`src/include/fupg_pkg.sv`:
```
// Purpose: constants for the flash user-program guard
// Assumes: 200 MHz clk, Avalon-MM word-addressed registers
// Notes: register layout and timings are chosen defaults
package fupg_pkg;
    localparam int DATA_W = 32;
    localparam int ADDR_W = 3;
    localparam int KEY_W = 8;
    localparam int MODE_W = 4;
    localparam int IRQ_W = 3;
    localparam int CNT_W = 16;

    // word indices on the bus
    localparam logic [ADDR_W-1:0] ADDR_KEY = 3'h0;
    localparam logic [ADDR_W-1:0] ADDR_CTRL = 3'h1;
    localparam logic [ADDR_W-1:0] ADDR_IRQ_STAT = 3'h2;
    localparam logic [ADDR_W-1:0] ADDR_IRQ_MASK = 3'h3;

    localparam logic [KEY_W-1:0] KEY_ENABLE = 8'ha5;
    localparam logic [KEY_W-1:0] KEY_RESET = 8'h00;

    // control register fields
    localparam int CTRL_LAUNCH_BIT = 0;
    localparam int CTRL_RESULT_BIT = 2;
    localparam int CTRL_MODE_LSB = 4;
    localparam logic [MODE_W-1:0] MODE_PROGRAM = 4'h5;
    localparam logic [MODE_W-1:0] MODE_HARD_LOCK = 4'h6;
    localparam logic [MODE_W-1:0] MODE_SECTOR_ERASE = 4'ha;
    localparam logic [MODE_W-1:0] MODE_RESET = 4'h0;

    // interrupt status bits
    localparam int IRQ_DONE_BIT = 0;
    localparam int IRQ_ABORT_BIT = 1;
    localparam int IRQ_REFUSED_BIT = 2;
    localparam logic [IRQ_W-1:0] IRQ_RESET = 3'h0;

    // timing
    localparam int CLK_MHZ = 200;
    localparam int TICK_US = 1;
    localparam int TICK_CYCLES = CLK_MHZ * TICK_US;
    localparam int ERASE_TIME_US = 20;
    localparam int LOCK_TIME_US = 10;
    localparam logic [CNT_W-1:0] ERASE_TICKS = CNT_W'(ERASE_TIME_US / TICK_US);
    localparam logic [CNT_W-1:0] LOCK_TICKS = CNT_W'(LOCK_TIME_US / TICK_US);

    typedef enum logic [1:0] {ST_IDLE, ST_ERASE, ST_LOCK} fupg_state_e;
endpackage

```
`src/hdl/fupg_guard.sv`:
```
// Purpose: flash user-program guard, key, launch and erase abort
// Assumes: peripheral interrupt enable/pending and mask are inputs
// Notes: flash array and byte path lie outside; this gates them
`timescale 1ns/1ps
module fupg_guard (
    input wire logic clk,
    input wire logic nrst,
    input wire logic [fupg_pkg::ADDR_W-1:0] address,
    input wire logic read,
    input wire logic write,
    input wire logic [fupg_pkg::DATA_W-1:0] writedata,
    output logic [fupg_pkg::DATA_W-1:0] readdata,
    output logic waitrequest,
    input wire logic periphIrqEnable,
    input wire logic periphIrqPending,
    input wire logic interruptMaskReg,
    input wire logic flashEraseFail,
    output logic cpuIrqTake,
    output logic userProgramMode,
    output logic programAllowed,
    output logic eraseBusy,
    output logic lockBusy,
    output logic hardLocked,
    output logic irq
);
    logic [fupg_pkg::KEY_W-1:0] key_q;
    logic [fupg_pkg::MODE_W-1:0] mode_q;
    logic launch_q;
    logic result_q;
    logic [fupg_pkg::IRQ_W-1:0] irqStat_q;
    logic [fupg_pkg::IRQ_W-1:0] irqMask_q;
    fupg_pkg::fupg_state_e state_q;
    logic [fupg_pkg::DATA_W-1:0] rdata_q;
    logic userMode_q;
    logic progOk_q;
    logic take_q;
    logic eraseBusy_q;
    logic lockBusy_q;
    logic locked_q;
    logic irq_q;

    logic rdLoad;
    logic wrTake;
    logic rdTake;
    logic wait_w;
    logic opDone;
    logic intReq;
    logic launchWr;
    logic startOp;
    logic refuse;
    logic abortErase;
    logic [fupg_pkg::MODE_W-1:0] newMode;
    logic [fupg_pkg::CNT_W-1:0] opTicks;

    function automatic logic isOpMode(input logic [fupg_pkg::MODE_W-1:0] m);
        return (m == fupg_pkg::MODE_SECTOR_ERASE) ||
               (m == fupg_pkg::MODE_HARD_LOCK);
    endfunction

    function automatic logic isAt(input logic [fupg_pkg::ADDR_W-1:0] a,
                                  input logic [fupg_pkg::ADDR_W-1:0] r);
        return a == r;
    endfunction

    fupg_bus_slave i_fupg_bus_slave (
        .clk(clk),
        .nrst(nrst),
        .read(read),
        .write(write),
        .waitrequest(wait_w),
        .rdLoad(rdLoad),
        .wrTake(wrTake),
        .rdTake(rdTake)
    );

    // one launch write per op; writing mode and launch together is allowed
    assign newMode = writedata[fupg_pkg::CTRL_MODE_LSB +: fupg_pkg::MODE_W];
    assign launchWr = wrTake && isAt(address, fupg_pkg::ADDR_CTRL) &&
                      writedata[fupg_pkg::CTRL_LAUNCH_BIT];
    assign startOp = launchWr && (state_q == fupg_pkg::ST_IDLE) &&
                     userMode_q && isOpMode(newMode);
    // launch with key off, bad mode or while busy is dropped
    assign refuse = launchWr && !startOp;
    assign intReq = periphIrqEnable && periphIrqPending;
    assign abortErase = (state_q == fupg_pkg::ST_ERASE) && intReq;
    assign opTicks = (newMode == fupg_pkg::MODE_SECTOR_ERASE) ?
                     fupg_pkg::ERASE_TICKS : fupg_pkg::LOCK_TICKS;

    fupg_op_timer i_fupg_op_timer (
        .clk(clk),
        .nrst(nrst),
        .start(startOp),
        .stop(abortErase),
        .ticks(opTicks),
        .done(opDone)
    );

    // key register
    always_ff @(posedge clk) begin
        if (!nrst) begin
            key_q <= fupg_pkg::KEY_RESET;
        end else if (wrTake && isAt(address, fupg_pkg::ADDR_KEY)) begin
            key_q <= writedata[fupg_pkg::KEY_W-1:0];
        end
    end

    // mode is decoded from the key write data, so a bad write drops it on the same edge as the key
    always_ff @(posedge clk) begin
        if (!nrst) begin
            userMode_q <= 1'b0;
        end else if (wrTake && isAt(address, fupg_pkg::ADDR_KEY)) begin
            userMode_q <= writedata[fupg_pkg::KEY_W-1:0] ==
                          fupg_pkg::KEY_ENABLE;
        end
    end

    // mode field; frozen while an operation runs
    always_ff @(posedge clk) begin
        if (!nrst) begin
            mode_q <= fupg_pkg::MODE_RESET;
        end else if (wrTake && isAt(address, fupg_pkg::ADDR_CTRL) &&
                     state_q == fupg_pkg::ST_IDLE) begin
            mode_q <= newMode;
        end
    end

    // operation sequencer
    always_ff @(posedge clk) begin
        if (!nrst) begin
            state_q <= fupg_pkg::ST_IDLE;
        end else begin
            case (state_q)
                fupg_pkg::ST_IDLE: begin
                    if (startOp &&
                        newMode == fupg_pkg::MODE_SECTOR_ERASE) begin
                        state_q <= fupg_pkg::ST_ERASE;
                    end else if (startOp) begin
                        state_q <= fupg_pkg::ST_LOCK;
                    end
                end
                fupg_pkg::ST_ERASE: begin
                    if (abortErase || opDone) begin
                        state_q <= fupg_pkg::ST_IDLE;
                    end
                end
                fupg_pkg::ST_LOCK: begin
                    if (opDone) begin
                        state_q <= fupg_pkg::ST_IDLE;
                    end
                end
                default: state_q <= fupg_pkg::ST_IDLE;
            endcase
        end
    end

    // launch bit reads one while busy and self-clears
    always_ff @(posedge clk) begin
        if (!nrst) begin
            launch_q <= 1'b0;
        end else if (startOp) begin
            launch_q <= 1'b1;
        end else if (opDone || abortErase) begin
            launch_q <= 1'b0;
        end
    end

    // result flag: hardware only, bus writes never reach it
    always_ff @(posedge clk) begin
        if (!nrst) begin
            result_q <= 1'b0;
        end else if (abortErase) begin
            result_q <= 1'b1;
        end else if (opDone && state_q == fupg_pkg::ST_ERASE) begin
            result_q <= flashEraseFail;
        end
    end

    // hard lock holds until reset
    always_ff @(posedge clk) begin
        if (!nrst) begin
            locked_q <= 1'b0;
        end else if (opDone && state_q == fupg_pkg::ST_LOCK) begin
            locked_q <= 1'b1;
        end
    end

    // byte path gate; launch bit plays no part here
    always_ff @(posedge clk) begin
        if (!nrst) begin
            progOk_q <= 1'b0;
        end else begin
            progOk_q <= userMode_q && state_q == fupg_pkg::ST_IDLE &&
                        mode_q == fupg_pkg::MODE_PROGRAM;
        end
    end

    // erase overrides the cpu mask so an erase cannot starve interrupts
    always_ff @(posedge clk) begin
        if (!nrst) begin
            take_q <= 1'b0;
        end else begin
            take_q <= intReq && (interruptMaskReg ||
                      state_q == fupg_pkg::ST_ERASE);
        end
    end

    always_ff @(posedge clk) begin
        if (!nrst) begin
            eraseBusy_q <= 1'b0;
            lockBusy_q <= 1'b0;
        end else begin
            eraseBusy_q <= state_q == fupg_pkg::ST_ERASE && !abortErase &&
                           !opDone;
            lockBusy_q <= state_q == fupg_pkg::ST_LOCK && !opDone;
        end
    end

    // sticky status; a new event wins over the read clear
    always_ff @(posedge clk) begin
        if (!nrst) begin
            irqStat_q <= fupg_pkg::IRQ_RESET;
        end else begin
            if (rdTake && isAt(address, fupg_pkg::ADDR_IRQ_STAT)) begin
                // clear only what the read reported; later events survive
                irqStat_q <= irqStat_q & ~rdata_q[fupg_pkg::IRQ_W-1:0];
            end
            if (opDone) begin
                irqStat_q[fupg_pkg::IRQ_DONE_BIT] <= 1'b1;
            end
            if (abortErase) begin
                irqStat_q[fupg_pkg::IRQ_ABORT_BIT] <= 1'b1;
            end
            if (refuse) begin
                irqStat_q[fupg_pkg::IRQ_REFUSED_BIT] <= 1'b1;
            end
        end
    end

    always_ff @(posedge clk) begin
        if (!nrst) begin
            irqMask_q <= fupg_pkg::IRQ_RESET;
        end else if (wrTake && isAt(address, fupg_pkg::ADDR_IRQ_MASK)) begin
            irqMask_q <= writedata[fupg_pkg::IRQ_W-1:0];
        end
    end

    // one cycle behind the status bits, to keep the output a flop
    always_ff @(posedge clk) begin
        if (!nrst) begin
            irq_q <= 1'b0;
        end else begin
            irq_q <= |(irqStat_q & irqMask_q);
        end
    end

    // read data captured in the wait cycle, held through completion
    always_ff @(posedge clk) begin
        if (!nrst) begin
            rdata_q <= '0;
        end else if (rdLoad) begin
            rdata_q <= '0;
            case (address)
                fupg_pkg::ADDR_KEY:
                    rdata_q[fupg_pkg::KEY_W-1:0] <= key_q;
                fupg_pkg::ADDR_CTRL: begin
                    rdata_q[fupg_pkg::CTRL_MODE_LSB +: fupg_pkg::MODE_W]
                        <= mode_q;
                    rdata_q[fupg_pkg::CTRL_RESULT_BIT] <= result_q;
                    rdata_q[fupg_pkg::CTRL_LAUNCH_BIT] <= launch_q;
                end
                fupg_pkg::ADDR_IRQ_STAT:
                    rdata_q[fupg_pkg::IRQ_W-1:0] <= irqStat_q;
                fupg_pkg::ADDR_IRQ_MASK:
                    rdata_q[fupg_pkg::IRQ_W-1:0] <= irqMask_q;
                default: rdata_q <= '0;
            endcase
        end
    end

    assign readdata = rdata_q;
    assign waitrequest = wait_w;
    assign cpuIrqTake = take_q;
    assign userProgramMode = userMode_q;
    assign programAllowed = progOk_q;
    assign eraseBusy = eraseBusy_q;
    assign lockBusy = lockBusy_q;
    assign hardLocked = locked_q;
    assign irq = irq_q;
endmodule // fupg_guard

```
`src/hdl/fupg_bus_slave.sv`:
```
// Purpose: Avalon-MM handshake with one wait state
// Assumes: master holds request until waitrequest seen low
// Notes: waitrequest idles high; access completes on the low edge
`timescale 1ns/1ps
module fupg_bus_slave (
    input wire logic clk,
    input wire logic nrst,
    input wire logic read,
    input wire logic write,
    output logic waitrequest,
    output logic rdLoad,
    output logic wrTake,
    output logic rdTake
);
    logic wait_q;

    // high by default so an idle bus never sees a stray completion
    always_ff @(posedge clk) begin
        if (!nrst) begin
            wait_q <= 1'b1;
        end else if ((read || write) && wait_q) begin
            wait_q <= 1'b0;
        end else begin
            wait_q <= 1'b1;
        end
    end

    assign waitrequest = wait_q;
    assign rdLoad = read && wait_q;
    assign wrTake = write && !wait_q;
    assign rdTake = read && !wait_q;
endmodule // fupg_bus_slave

```
`src/hdl/fupg_op_timer.sv`:
```
// Purpose: microsecond tick divider and operation countdown
// Assumes: start and stop are one-cycle pulses
// Notes: stop cancels without a done pulse
`timescale 1ns/1ps
module fupg_op_timer (
    input wire logic clk,
    input wire logic nrst,
    input wire logic start,
    input wire logic stop,
    input wire logic [fupg_pkg::CNT_W-1:0] ticks,
    output logic done
);
    localparam logic [7:0] DIV_LAST = 8'(fupg_pkg::TICK_CYCLES - 1);
    localparam logic [fupg_pkg::CNT_W-1:0] CNT_LAST = 'd1;
    logic [7:0] div_q;
    logic [fupg_pkg::CNT_W-1:0] cnt_q;
    logic run_q;
    logic tick;
    logic done_q;

    assign tick = run_q && (div_q == DIV_LAST);

    always_ff @(posedge clk) begin
        if (!nrst || start || !run_q || tick) begin
            div_q <= 8'h00;
        end else begin
            div_q <= div_q + 8'h01;
        end
    end

    always_ff @(posedge clk) begin
        if (!nrst) begin
            run_q <= 1'b0;
            cnt_q <= '0;
            done_q <= 1'b0;
        end else begin
            done_q <= 1'b0;
            if (stop) begin
                run_q <= 1'b0;
            end else if (start) begin
                run_q <= 1'b1;
                cnt_q <= ticks;
            end else if (tick) begin
                if (cnt_q <= CNT_LAST) begin
                    run_q <= 1'b0;
                    done_q <= 1'b1;
                end
                cnt_q <= cnt_q - 1'b1;
            end
        end
    end

    assign done = done_q;
endmodule // fupg_op_timer

```
`config.mk`:
```
export PLATFORM = sky130hd
export DESIGN_NAME = fupg_guard
export DESIGN_NICKNAME = d
export VERILOG_FILES = /design/src/include/fupg_pkg.sv /design/src/hdl/fupg_guard.sv /design/src/hdl/fupg_bus_slave.sv /design/src/hdl/fupg_op_timer.sv
export SDC_FILE = /design/constraint.sdc
export NUM_CORES = 1
export LEC_CHECK = 0
export ABC_CLOCK_PERIOD_IN_PS = 2250
export BUFFER_PORTS_ARGS = -buffer_cell sky130_fd_sc_hd__buf_4
export CAP_MARGIN = 20
export CORE_MARGIN = 2
export CORE_UTILIZATION = 52
export DETAILED_ROUTE_END_ITERATION = 7
export MAX_ROUTING_LAYER = met4
export PLACE_DENSITY = 0.91
export SKIP_CTS_REPAIR_TIMING = 1
export SLEW_MARGIN = 20
export SYNTH_ARGS = -nofsm -noshare
export SYNTH_HDL_FRONTEND = slang
export SYNTH_SLANG_ARGS = --single-unit
```
`constraint.sdc`:
```
create_clock -name clk -period 2.25 [get_ports clk]
set_input_delay 0.225 -clock clk [delete_from_list [all_inputs] [get_ports clk]]
set_output_delay 0.225 -clock clk [all_outputs]
set_load 0.02 [all_outputs]
```
Word-level counts from Yosys, hierarchy flattened

Cells that the tools add are included.

Bits in registers: 64
Input bits: 43
Output and inout port bits: 40
Word-level logic and storage cells: 124

Add/sub/neg operators: 2
$lt $le $gt $ge: 1
Eq/ne operators: 13
Muxes and demuxes: 26
Bitwise operators: 6
Reduce and logical (&&, ||, !) cells: 54

Operators with widths:

| kind                                                                               | count |
|---|---|
| 16-bit 2-to-1 mux                                                                  | 2 |
| 1-bit logical AND                                                                  | 26 |
| 8-bit == test (second input constant)                                              | 2 |
| 16-bit by 1-bit less-or-equal comparator with 1-bit output (second input constant) | 1 |
| 16-bit by 1-bit subtractor with 16-bit output (second input constant)              | 1 |
| 2-bit nonzero test                                                                 | 7 |
| 1-bit 2-to-1 mux                                                                   | 13 |
| 8-bit by 1-bit adder with 8-bit output (second input constant)                     | 1 |
| 4-bit by 3-bit == test with 1-bit output (second input constant)                   | 2 |
| 2-bit 2-to-1 mux                                                                   | 4 |
| 1-bit one-hot mux with 4 select lines                                              | 2 |
| 4-bit one-hot mux with 2 select lines                                              | 1 |
| 1-bit logical OR                                                                   | 7 |
| 3-bit AND                                                                          | 2 |
| 3-bit by 2-bit == test with 1-bit output (second input constant)                   | 2 |
| 1-bit logical NOT                                                                  | 6 |
| 2-bit one-hot mux with 3 select lines                                              | 1 |
| 5-bit 2-to-1 mux                                                                   | 1 |
| 4-bit == test (second input constant)                                              | 1 |
| 2-bit by 1-bit inequality test with 1-bit output (second input constant)           | 2 |
| 2-bit AND reduction                                                                | 2 |
| 4-bit OR reduction                                                                 | 1 |
| 3-bit by 1-bit == test with 1-bit output (second input constant)                   | 1 |
| 3-bit logical NOT                                                                  | 1 |
| other kinds (11)                                                                   | 13 |

Longest topological paths before layout

Gate-level depths: netlist of the first run.

Depth after elaboration: 10
Gate-level depth with buffers: 7
Gate-level depth less buffers: 6

By module

A second synthesis of the first run with hierarchy kept.

Cell total of the unflattened synthesis: 380
Area, all modules: 3320.7 um^2

Modules (own cells, without submodules):

| module         | instances | cells each | area an instance (um^2) | sequential area each (um^2) |
|---|---|---|---|---|
| fupg_guard     | 1         | 192        | 1773.0                  | 740.7 |
| fupg_op_timer  | 1         | 183        | 1501.4                  | 520.5 |
| fupg_bus_slave | 1         | 5          | 46.3                    | 20.0 |

Least setup slack after synthesis of the first run

No wires, ideal clock.

Path kind: register -> register
Start point: register userMode_q, in the netlist userProgramMode
End point: register i_fupg_op_timer.cnt_q[14] (netlist bit)
Library setup time: 70 ps
Arrival: 1845 ps
Path slack: 335 ps
Stages on the path, launching flop included: 6
Buffers on the path: 0
Clock period less this slack: 1915 ps
Path through: dfxtp_1 or3b_2 nor3_4 a21boi_2 or4_1 a21oi_1

Cells in the longest elaborated chain, start to end: 4

Ends and longest elaborated chain:

| element                       | RTL line            | text |
|---|---|---|
| start: declaration            | fupg_guard.sv:34    | `logic userMode_q;` |
| start signal: assignment      | fupg_guard.sv:112   | `userMode_q <= writedata[fupg_pkg::KEY_W-1:0] ==` |
| 1-bit logical AND *           | fupg_guard.sv:80    | `assign startOp = launchWr && (state_q == fupg_pkg::ST_IDLE) &&` |
| 1-bit logical AND *           | fupg_guard.sv:81    | `userMode_q && isOpMode(newMode);` |
| 2-bit nonzero test (no line)  | --                  |  |
| 2-bit AND reduction (no line) | --                  |  |
| end signal: assignment        | fupg_op_timer.sv:42 | `cnt_q <= ticks;` |
| end signal: assignment        | fupg_op_timer.sv:48 | `cnt_q <= cnt_q - 1'b1;` |
| end: declaration              | fupg_op_timer.sv:16 | `logic [fupg_pkg::CNT_W-1:0] cnt_q;` |

Mark *: on every way between the ends. The rest lies on a longest branch, timed or not.
A chain may end at the register's enable or synchronous reset.

Worst setup path after layout of the first run

Same ends and word-level chain as after synthesis.

==> parameters.txt, run 1 <==
Parameter                              Value

Hold path
  Min-Delay Path Class ... primary input to flip-flop
  Worst hold path cell count ... 2

Layout
  Number of antenna diodes ... 0
  Final Net Count ... ~430
  Final std cell area, no fill ... roughly 3400 µm²
  Final cell count without fillers ... 458
  Core occupancy in the finished layout ... between 60% and 70%
  Fraction of layout instances using a drive strength above 1 ... approximately 18%
  Area overhead of the layout relative to synthesis ... 13.81%

STA
  Worst slew pin tran ... 0.6639 ns
  Slew HR ... a little under three fifths
  Final setup violation count ... 0
  Shortest period the worst path allows ... 2.048 ns
  Timing-limited maximum frequency ... 488.4 MHz
  Hold Slack ... 0.09861 ns
  Setup TNS Final ... 0 ns
  Final worst-path cycle share ... 91.01%
  Number of slew-limit violations in the final report ... 0
  Final count of hold timing violations ... 0
  Max Clock Skew ... 0.005804 ns
  Post-layout worst setup margin ... just over 0.2 ns
  RSZ-0062 raised after global routing ... false

Floorplan
  I/O Pins ... 83
  Horizontal die dimension ... ~80 µm
  Initial standard-cell utilization of the core ... 54.12%
  Core ar. ... about 5500 µm²
  Area of the die ... about 6400 µm²
  Placement row count ... 27
  Y dimension of the die ... around 80 µm

Yosys
  Cells after Synth ... between 300 and 400
  Fraction of registers with async set/reset ... 0%
  Prevailing post-synth register cell ... sky130_fd_sc_hd__dfxtp_1
  Total of flip-flops plus latches after synthesis ... 64
  Area share of the leading cell type in the synthesized netlist ... between 40% and 50%
  Most frequent cell after synthesis ... sky130_fd_sc_hd__dfxtp_1
  Biggest area consumer among synthesized cells ... sky130_fd_sc_hd__dfxtp_1
  Register area share after synthesis ... 42.99%
  Number of warnings issued by yosys ... 0
  Cell types with the largest area share after synthesis ... sky130_fd_sc_hd__dfxtp_1 43%, sky130_fd_sc_hd__nor2_1 6.9%, sky130_fd_sc_hd__buf_4 6.5%
  Count of cell types in the netlist ... 56
  Post-synthesis cell area ... approximately 3000 µm²
  Avg Inst Size Synth ... 8.714 µm²
  Commonest cells in the netlist ... 64 x sky130_fd_sc_hd__dfxtp_1, 55 x sky130_fd_sc_hd__nor2_1, 26 x sky130_fd_sc_hd__buf_4
  Number of enable-type register cells in the synthesized netlist ... 0

Place
  Place WS ... around 0.22 ns
  Instance area after placement ... around 3200 µm²
  Number of buffers inserted by port buffering ... 34
  Dpl hpwl ... around 4500 µm
  Routability-driven placement congestion ratio ... just under 0.9
  Placed instance count ... around 440

Clocking
  Maximum count of clock buffers along a single path ... 2
  Num CTS Buffers ... 9
  Total number of H-tree levels ... 3
  Clock latency at the later pin of the worst-skew pair ... 0.35 ns
  CTS tree ... done
  Cell chosen for the clock root ... sky130_fd_sc_hd__clkbuf_8
  Clock input transition at the sequential cells of the worst setup and hold paths ... approximately 0.060 ns
  TritonCTS Sinks ... 64

Power
  Leakage ... 1.351 nW
  Power, Total ... 2.118 mW
  Max VDD drop ... ~460 µV
  Power density over the cells ... 624.5 nW/µm²

Global routing
  Number of global-route vias before repair ... around 2300
  Maximum number of pins on one net before global-route repair ... 38
  Wire length of the first global-routing pass ... 10120 µm
  Overall overflow remaining after global route ... 0
  Initial antenna violation count ... 0
  Global routing usage summed across all routing layers ... a little over a fifth

Drt
  WL per Instance ... ~14 µm
  Number of remaining DRC errors ... 0
  DR pass1 iterations ... 4
  Overall routed net length ... approximately 6200 µm
  Detailed-route vias per instance ... between 5 and 6
  Via count of the routed design ... around 2500
  Number of nets with antenna violations after detailed routing ... 0
  Number of violations reported at the end of detailed-routing iteration 0 ... approximately 280

Run
  Number of max-cap violations ... 0

Critical path
  Highest fanout seen on the critical path ... 17
  Worst path required time ... 2.52 ns
  Worst setup SP type ... flip-flop
  Worst setup path category ... flip-flop to flip-flop
  Data arrival at the endpoint of the critical path ... approximately 2.3 ns
  Critical Path Sink Type ... flip-flop
  Number of cell instances on the worst register-to-register path ... 5

Status
  Result of the run ... complete, no violations
placed cells by master (no fill, tap or decap), types with 6 or more instances in the layout:
cell | synthesis | routed
sky130_fd_sc_hd__dfxtp_1 | 64 | 64
sky130_fd_sc_hd__nor2_1 | 55 | 55
sky130_fd_sc_hd__buf_4 | 26 | 42
sky130_fd_sc_hd__a21oi_1 | 25 | 25
sky130_fd_sc_hd__nand2_1 | 24 | 24
sky130_fd_sc_hd__conb_1 | 1 | 24
sky130_fd_sc_hd__nand3_1 | 16 | 16
sky130_fd_sc_hd__nor3_1 | 15 | 15
sky130_fd_sc_hd__xnor2_1 | 9 | 9
sky130_fd_sc_hd__clkbuf_8 | 0 | 9
sky130_fd_sc_hd__or4_1 | 7 | 7
sky130_fd_sc_hd__inv_1 | 6 | 6
sky130_fd_sc_hd__nor4_1 | 6 | 6
sky130_fd_sc_hd__o31ai_1 | 6 | 6
layer usage:
layer	vias up	routed length, µm	GRT usage (%)
met5	-	0	-
met4	0	104	12.24
met3	10	381	4.186
met2	94	3014	31.93
met1	1179	2706	26.16
li1	1255	-	-
critical path: stages (launching register included):
cell and delay [ns]:
sky130_fd_sc_hd__dfxtp_1 0.34, sky130_fd_sc_hd__or3b_2 0.55, sky130_fd_sc_hd__nor3_4 0.21, sky130_fd_sc_hd__a21boi_2 0.22
sky130_fd_sc_hd__or4_1 0.51, sky130_fd_sc_hd__a21oi_1 0.15
final timing paths:
path / from / end / slack (ns)
max: userProgramMode / i_fupg_op_timer.cnt_q[14] / 0.20
min reg2reg: i_fupg_op_timer.div_q[0] / i_fupg_op_timer.div_q[0] / 0.44
min: read / i_fupg_bus_slave.waitrequest / 0.1
max reg2reg: userProgramMode / i_fupg_op_timer.cnt_q[14] / 0.20
flip-flops by register name, indices dropped and copies added, names as in the netlist, 2 cells and up:
| name | flops |
|---|---|
| state_q | 2 |
| i_fupg_op_timer.cnt_q | 16 |
| irqStat_q | 3 |
| i_fupg_op_timer.div_q | 8 |
| irqMask_q | 3 |
| readdata | 8 |
| mode_q | 4 |
| key_q | 8 |
final cells by class:
cell class	count	area (µm²)
Fill cell	437	2115
Multi-Input combinational cell	258	1525
Sequential cell	64	1281
Timing Repair Buffer	42	315.3
Clock buffer	11	131.4
Tap cell	72	90.09
Inverter	7	26.28
Clock inverter	4	22.52
report_power, final:
| part | switching, mW | leakage, nW | internal, mW |
|---|---|---|---|
| combinational | 0.112 | 0.755 | 0.0523 |
| sequential | 0.00629 | 0.517 | 1.14 |
| clock | 0.418 | 0.0789 | 0.387 |
| total | 0.536 | 1.35 | 1.58 |
logic make-up after synthesis:
logic type / count (synthesis) / synth area share [%]
AOI/OAI and AO/OA: 55 / 11.88
xor gates and xnor gates: 14 / 4.114
adders and majority gates: 3 / 1.260
buffers and inverters: 43 / 8.732
DFF: 64 / 42.99
muxes: 8 / 3.568
other: 1 / 0.1258
and+or+nand+nor: 154 / 27.33
No activity file was read; power rests on OpenSTA's default activity.
==> run 2, diff against run 1 <==
--- a/config.mk
+++ b/config.mk
@@ -9,10 +9,10 @@
 export BUFFER_PORTS_ARGS = -buffer_cell sky130_fd_sc_hd__buf_4
 export CAP_MARGIN = 20
 export CORE_MARGIN = 2
-export CORE_UTILIZATION = 52
+export CORE_UTILIZATION = 30
 export DETAILED_ROUTE_END_ITERATION = 7
 export MAX_ROUTING_LAYER = met4
-export PLACE_DENSITY = 0.91
+export PLACE_DENSITY = 0.62
 export SKIP_CTS_REPAIR_TIMING = 1
 export SLEW_MARGIN = 20
 export SYNTH_ARGS = -nofsm -noshare
==> run 2 against run 1 <==
Against the previous run: critical path depth unchanged; routed wire length increased by 5.2%; first-iteration DRC count decreased by 56%; critical endpoint unchanged; highest routed layer unchanged.
==> parameters.txt, run 2 (synthesis results as in run 1) <==
Parameter                              Value

Drt
  WL per Instance ... 12.58 µm
  DR pass1 iterations ... 4
  Number of violations reported at the end of detailed-routing iteration 0 ... approximately 120
  Number of remaining DRC errors ... 0
  Detailed-route vias per instance ... a little under 5
  Overall routed net length ... 6528 µm
  Number of nets with antenna violations after detailed routing ... 0
  Via count of the routed design ... roughly 2500

Clocking
  Clock input transition at the sequential cells of the worst setup and hold paths ... 0.07 ns
  Cell chosen for the clock root ... sky130_fd_sc_hd__clkbuf_8
  Maximum count of clock buffers along a single path ... 2
  TritonCTS Sinks ... 64
  Num CTS Buffers ... 9
  Total number of H-tree levels ... 3
  Clock latency at the later pin of the worst-skew pair ... 0.34 ns
  CTS tree ... done

Critical path
  End point of the critical path ... i_fupg_op_timer.cnt_q[14]
  Worst setup path category ... flip-flop to flip-flop
  Worst path required time ... 2.52 ns
  Data arrival at the endpoint of the critical path ... 2.34 ns
  Worst setup SP type ... flip-flop
  Critical R2R Launch ... userProgramMode
  Launching element of the worst setup path ... userProgramMode
  Worst reg2reg endpoint ... i_fupg_op_timer.cnt_q[14]
  Critical Path Sink Type ... flip-flop
  Minimum setup slack among reg-to-reg paths ... about 0.18 ns
  Highest fanout seen on the critical path ... 18
  Number of cell instances on the worst register-to-register path ... 5

Floorplan
  Area of the die ... 10750 µm²
  Y dimension of the die ... between 100 and 150 µm
  I/O Pins ... 83
  Initial standard-cell utilization of the core ... a little under a third
  Horizontal die dimension ... 103.7 µm
  Placement row count ... 36
  Core ar. ... around 9700 µm²

Global routing
  Number of global-route vias before repair ... around 2300
  Met1 capacity usage during global routing ... roughly 16%
  Global routing usage summed across all routing layers ... around an eighth
  Highest-utilization routing layer at the global route stage ... met2
  Initial antenna violation count ... 0
  GR met2 Demand/Resource ... around a fifth
  Maximum number of pins on one net before global-route repair ... 38
  Overall overflow remaining after global route ... 0
  Wire length of the first global-routing pass ... between 10000 and 15000 µm
  GR met3 Demand/Resource ... 3.524%

Layout
  Largest reg by FF count ... i_fupg_op_timer.cnt_q
  Final Net Count ... about 430
  Highest-count cells in the layout ignoring fill and taps ... 64 x sky130_fd_sc_hd__dfxtp_1, 55 x sky130_fd_sc_hd__nor2_1, 41 x sky130_fd_sc_hd__buf_4, 25 x sky130_fd_sc_hd__a21oi_1
  Multi-input gate area in the final layout ... between 1500 and 2000 µm²
  Max reg flops ... 16
  Area overhead of the layout relative to synthesis ... 18.39%
  FILL cells ... approximately 1000
  Area occupied by registers ... 1281 µm²
  Number of antenna diodes ... 0
  Commonest non-fill, non-tap cell in the layout ... sky130_fd_sc_hd__dfxtp_1
  Core occupancy in the finished layout ... a little over a third
  Fraction of layout instances using a drive strength above 1 ... roughly 18%

STA
  Number of slew-limit violations in the final report ... 0
  Worst slew pin tran ... 0.6834 ns
  Slew HR ... between 50% and 60%
  Setup TNS Final ... 0 ns
  Final count of hold timing violations ... 0
  Shortest period the worst path allows ... between 2 and 2.5 ns
  RSZ-0062 raised after global routing ... false
  Timing-limited maximum frequency ... between 400 and 500 MHz
  Max Clock Skew ... roughly 0.0042 ns
  Final setup violation count ... 0
  Final worst-path cycle share ... slightly above 90%

Power
  Max VDD drop ... ~370 µV
  Leakage ... 1.373 nW
  Power density over the cells ... 679.8 nW/µm²

Place
  Routability-driven placement congestion ratio ... approximately 0.87
  Dpl hpwl ... ~4700 µm
  Number of buffers inserted by port buffering ... 34

Hold path
  Worst min-delay path startpoint ... read
  Min-Delay Path Class ... primary input to flip-flop

Run
  Number of max-cap violations ... 0

Status
  Result of the run ... complete, no violations
==> run 2: cell types whose count changed in the layout (fill, tap and decap cells not counted) <==
| cell | before | now |
|---|---|---|
| sky130_fd_sc_hd__bufinv_16 | 0 | 2 |
| sky130_fd_sc_hd__buf_4 | 42 | 41 |
| sky130_fd_sc_hd__clkinvlp_4 | 1 | 2 |
| sky130_fd_sc_hd__clkbuf_1 | 2 | 1 |
| sky130_fd_sc_hd__clkinv_2 | 3 | 1 |
| sky130_fd_sc_hd__clkbuf_8 | 9 | 10 |
==> run 2: layout make-up <==
| cell class | instances | area share (%) |
|---|---|---|
| tap | 133 | 4.716 |
| sequential | 64 | 36.31 |
| clock inverter | 5 | 2.270 |
| inverter | 7 | 0.7447 |
| clock buffer | 11 | 4.007 |
| multi-input combinational | 258 | 43.23 |
| timing repair buffer | 41 | 8.723 |
==> run 2: metal layers <==
layer	routed length [µm]	share of wire (%)
met5	0	0
met4	66	1.0
met2	3085	47
met3	306	4.7
met1	3069	47
==> run 2: worst min path at each step <==
stage | end | slack [ns] | cells after the start
after floorplan | i_fupg_bus_slave.waitrequest | 0.34 | 1
final | i_fupg_bus_slave.waitrequest | 0.11 | 2
after global routing | i_fupg_bus_slave.waitrequest | 0.12 | 2
after detailed placement | i_fupg_op_timer.div_q[0] | 0.43 | 1
after CTS | i_fupg_bus_slave.waitrequest | 0.09 | 2
after global placement | i_fupg_op_timer.div_q[0] | 0.43 | 1
==> run 2: where the power goes <==
group	internal [mW]	switching, mW
sequential	1.14	0.00639
combinational	0.0524	0.113
clock	0.652	0.433
==> run 2: per-stage QoR <==
step                instance area (µm²)  setup WS, ns  std cells  total power [mW]  hold WS [ns]
finish                             3528        0.1765        519             2.399        0.1091
global route                       3528       0.06716        519             2.488        0.1247
CTS                                3528        0.1858        519             2.432       0.09471
detailed placement                 3307        0.2057        503             1.339        0.4327
global placement                   3307        0.2670        503             1.337        0.4250
floorplan                          3067        0.3351        365             1.310        0.3409
==> run 2: worst max-delay path, cell delays in order, from the launching register on <==
cell and delay [ns]:
sky130_fd_sc_hd__dfxtp_1 0.36, sky130_fd_sc_hd__or3b_2 0.55, sky130_fd_sc_hd__nor3_4 0.20, sky130_fd_sc_hd__a21boi_2 0.22
sky130_fd_sc_hd__or4_1 0.51, sky130_fd_sc_hd__a21oi_1 0.15
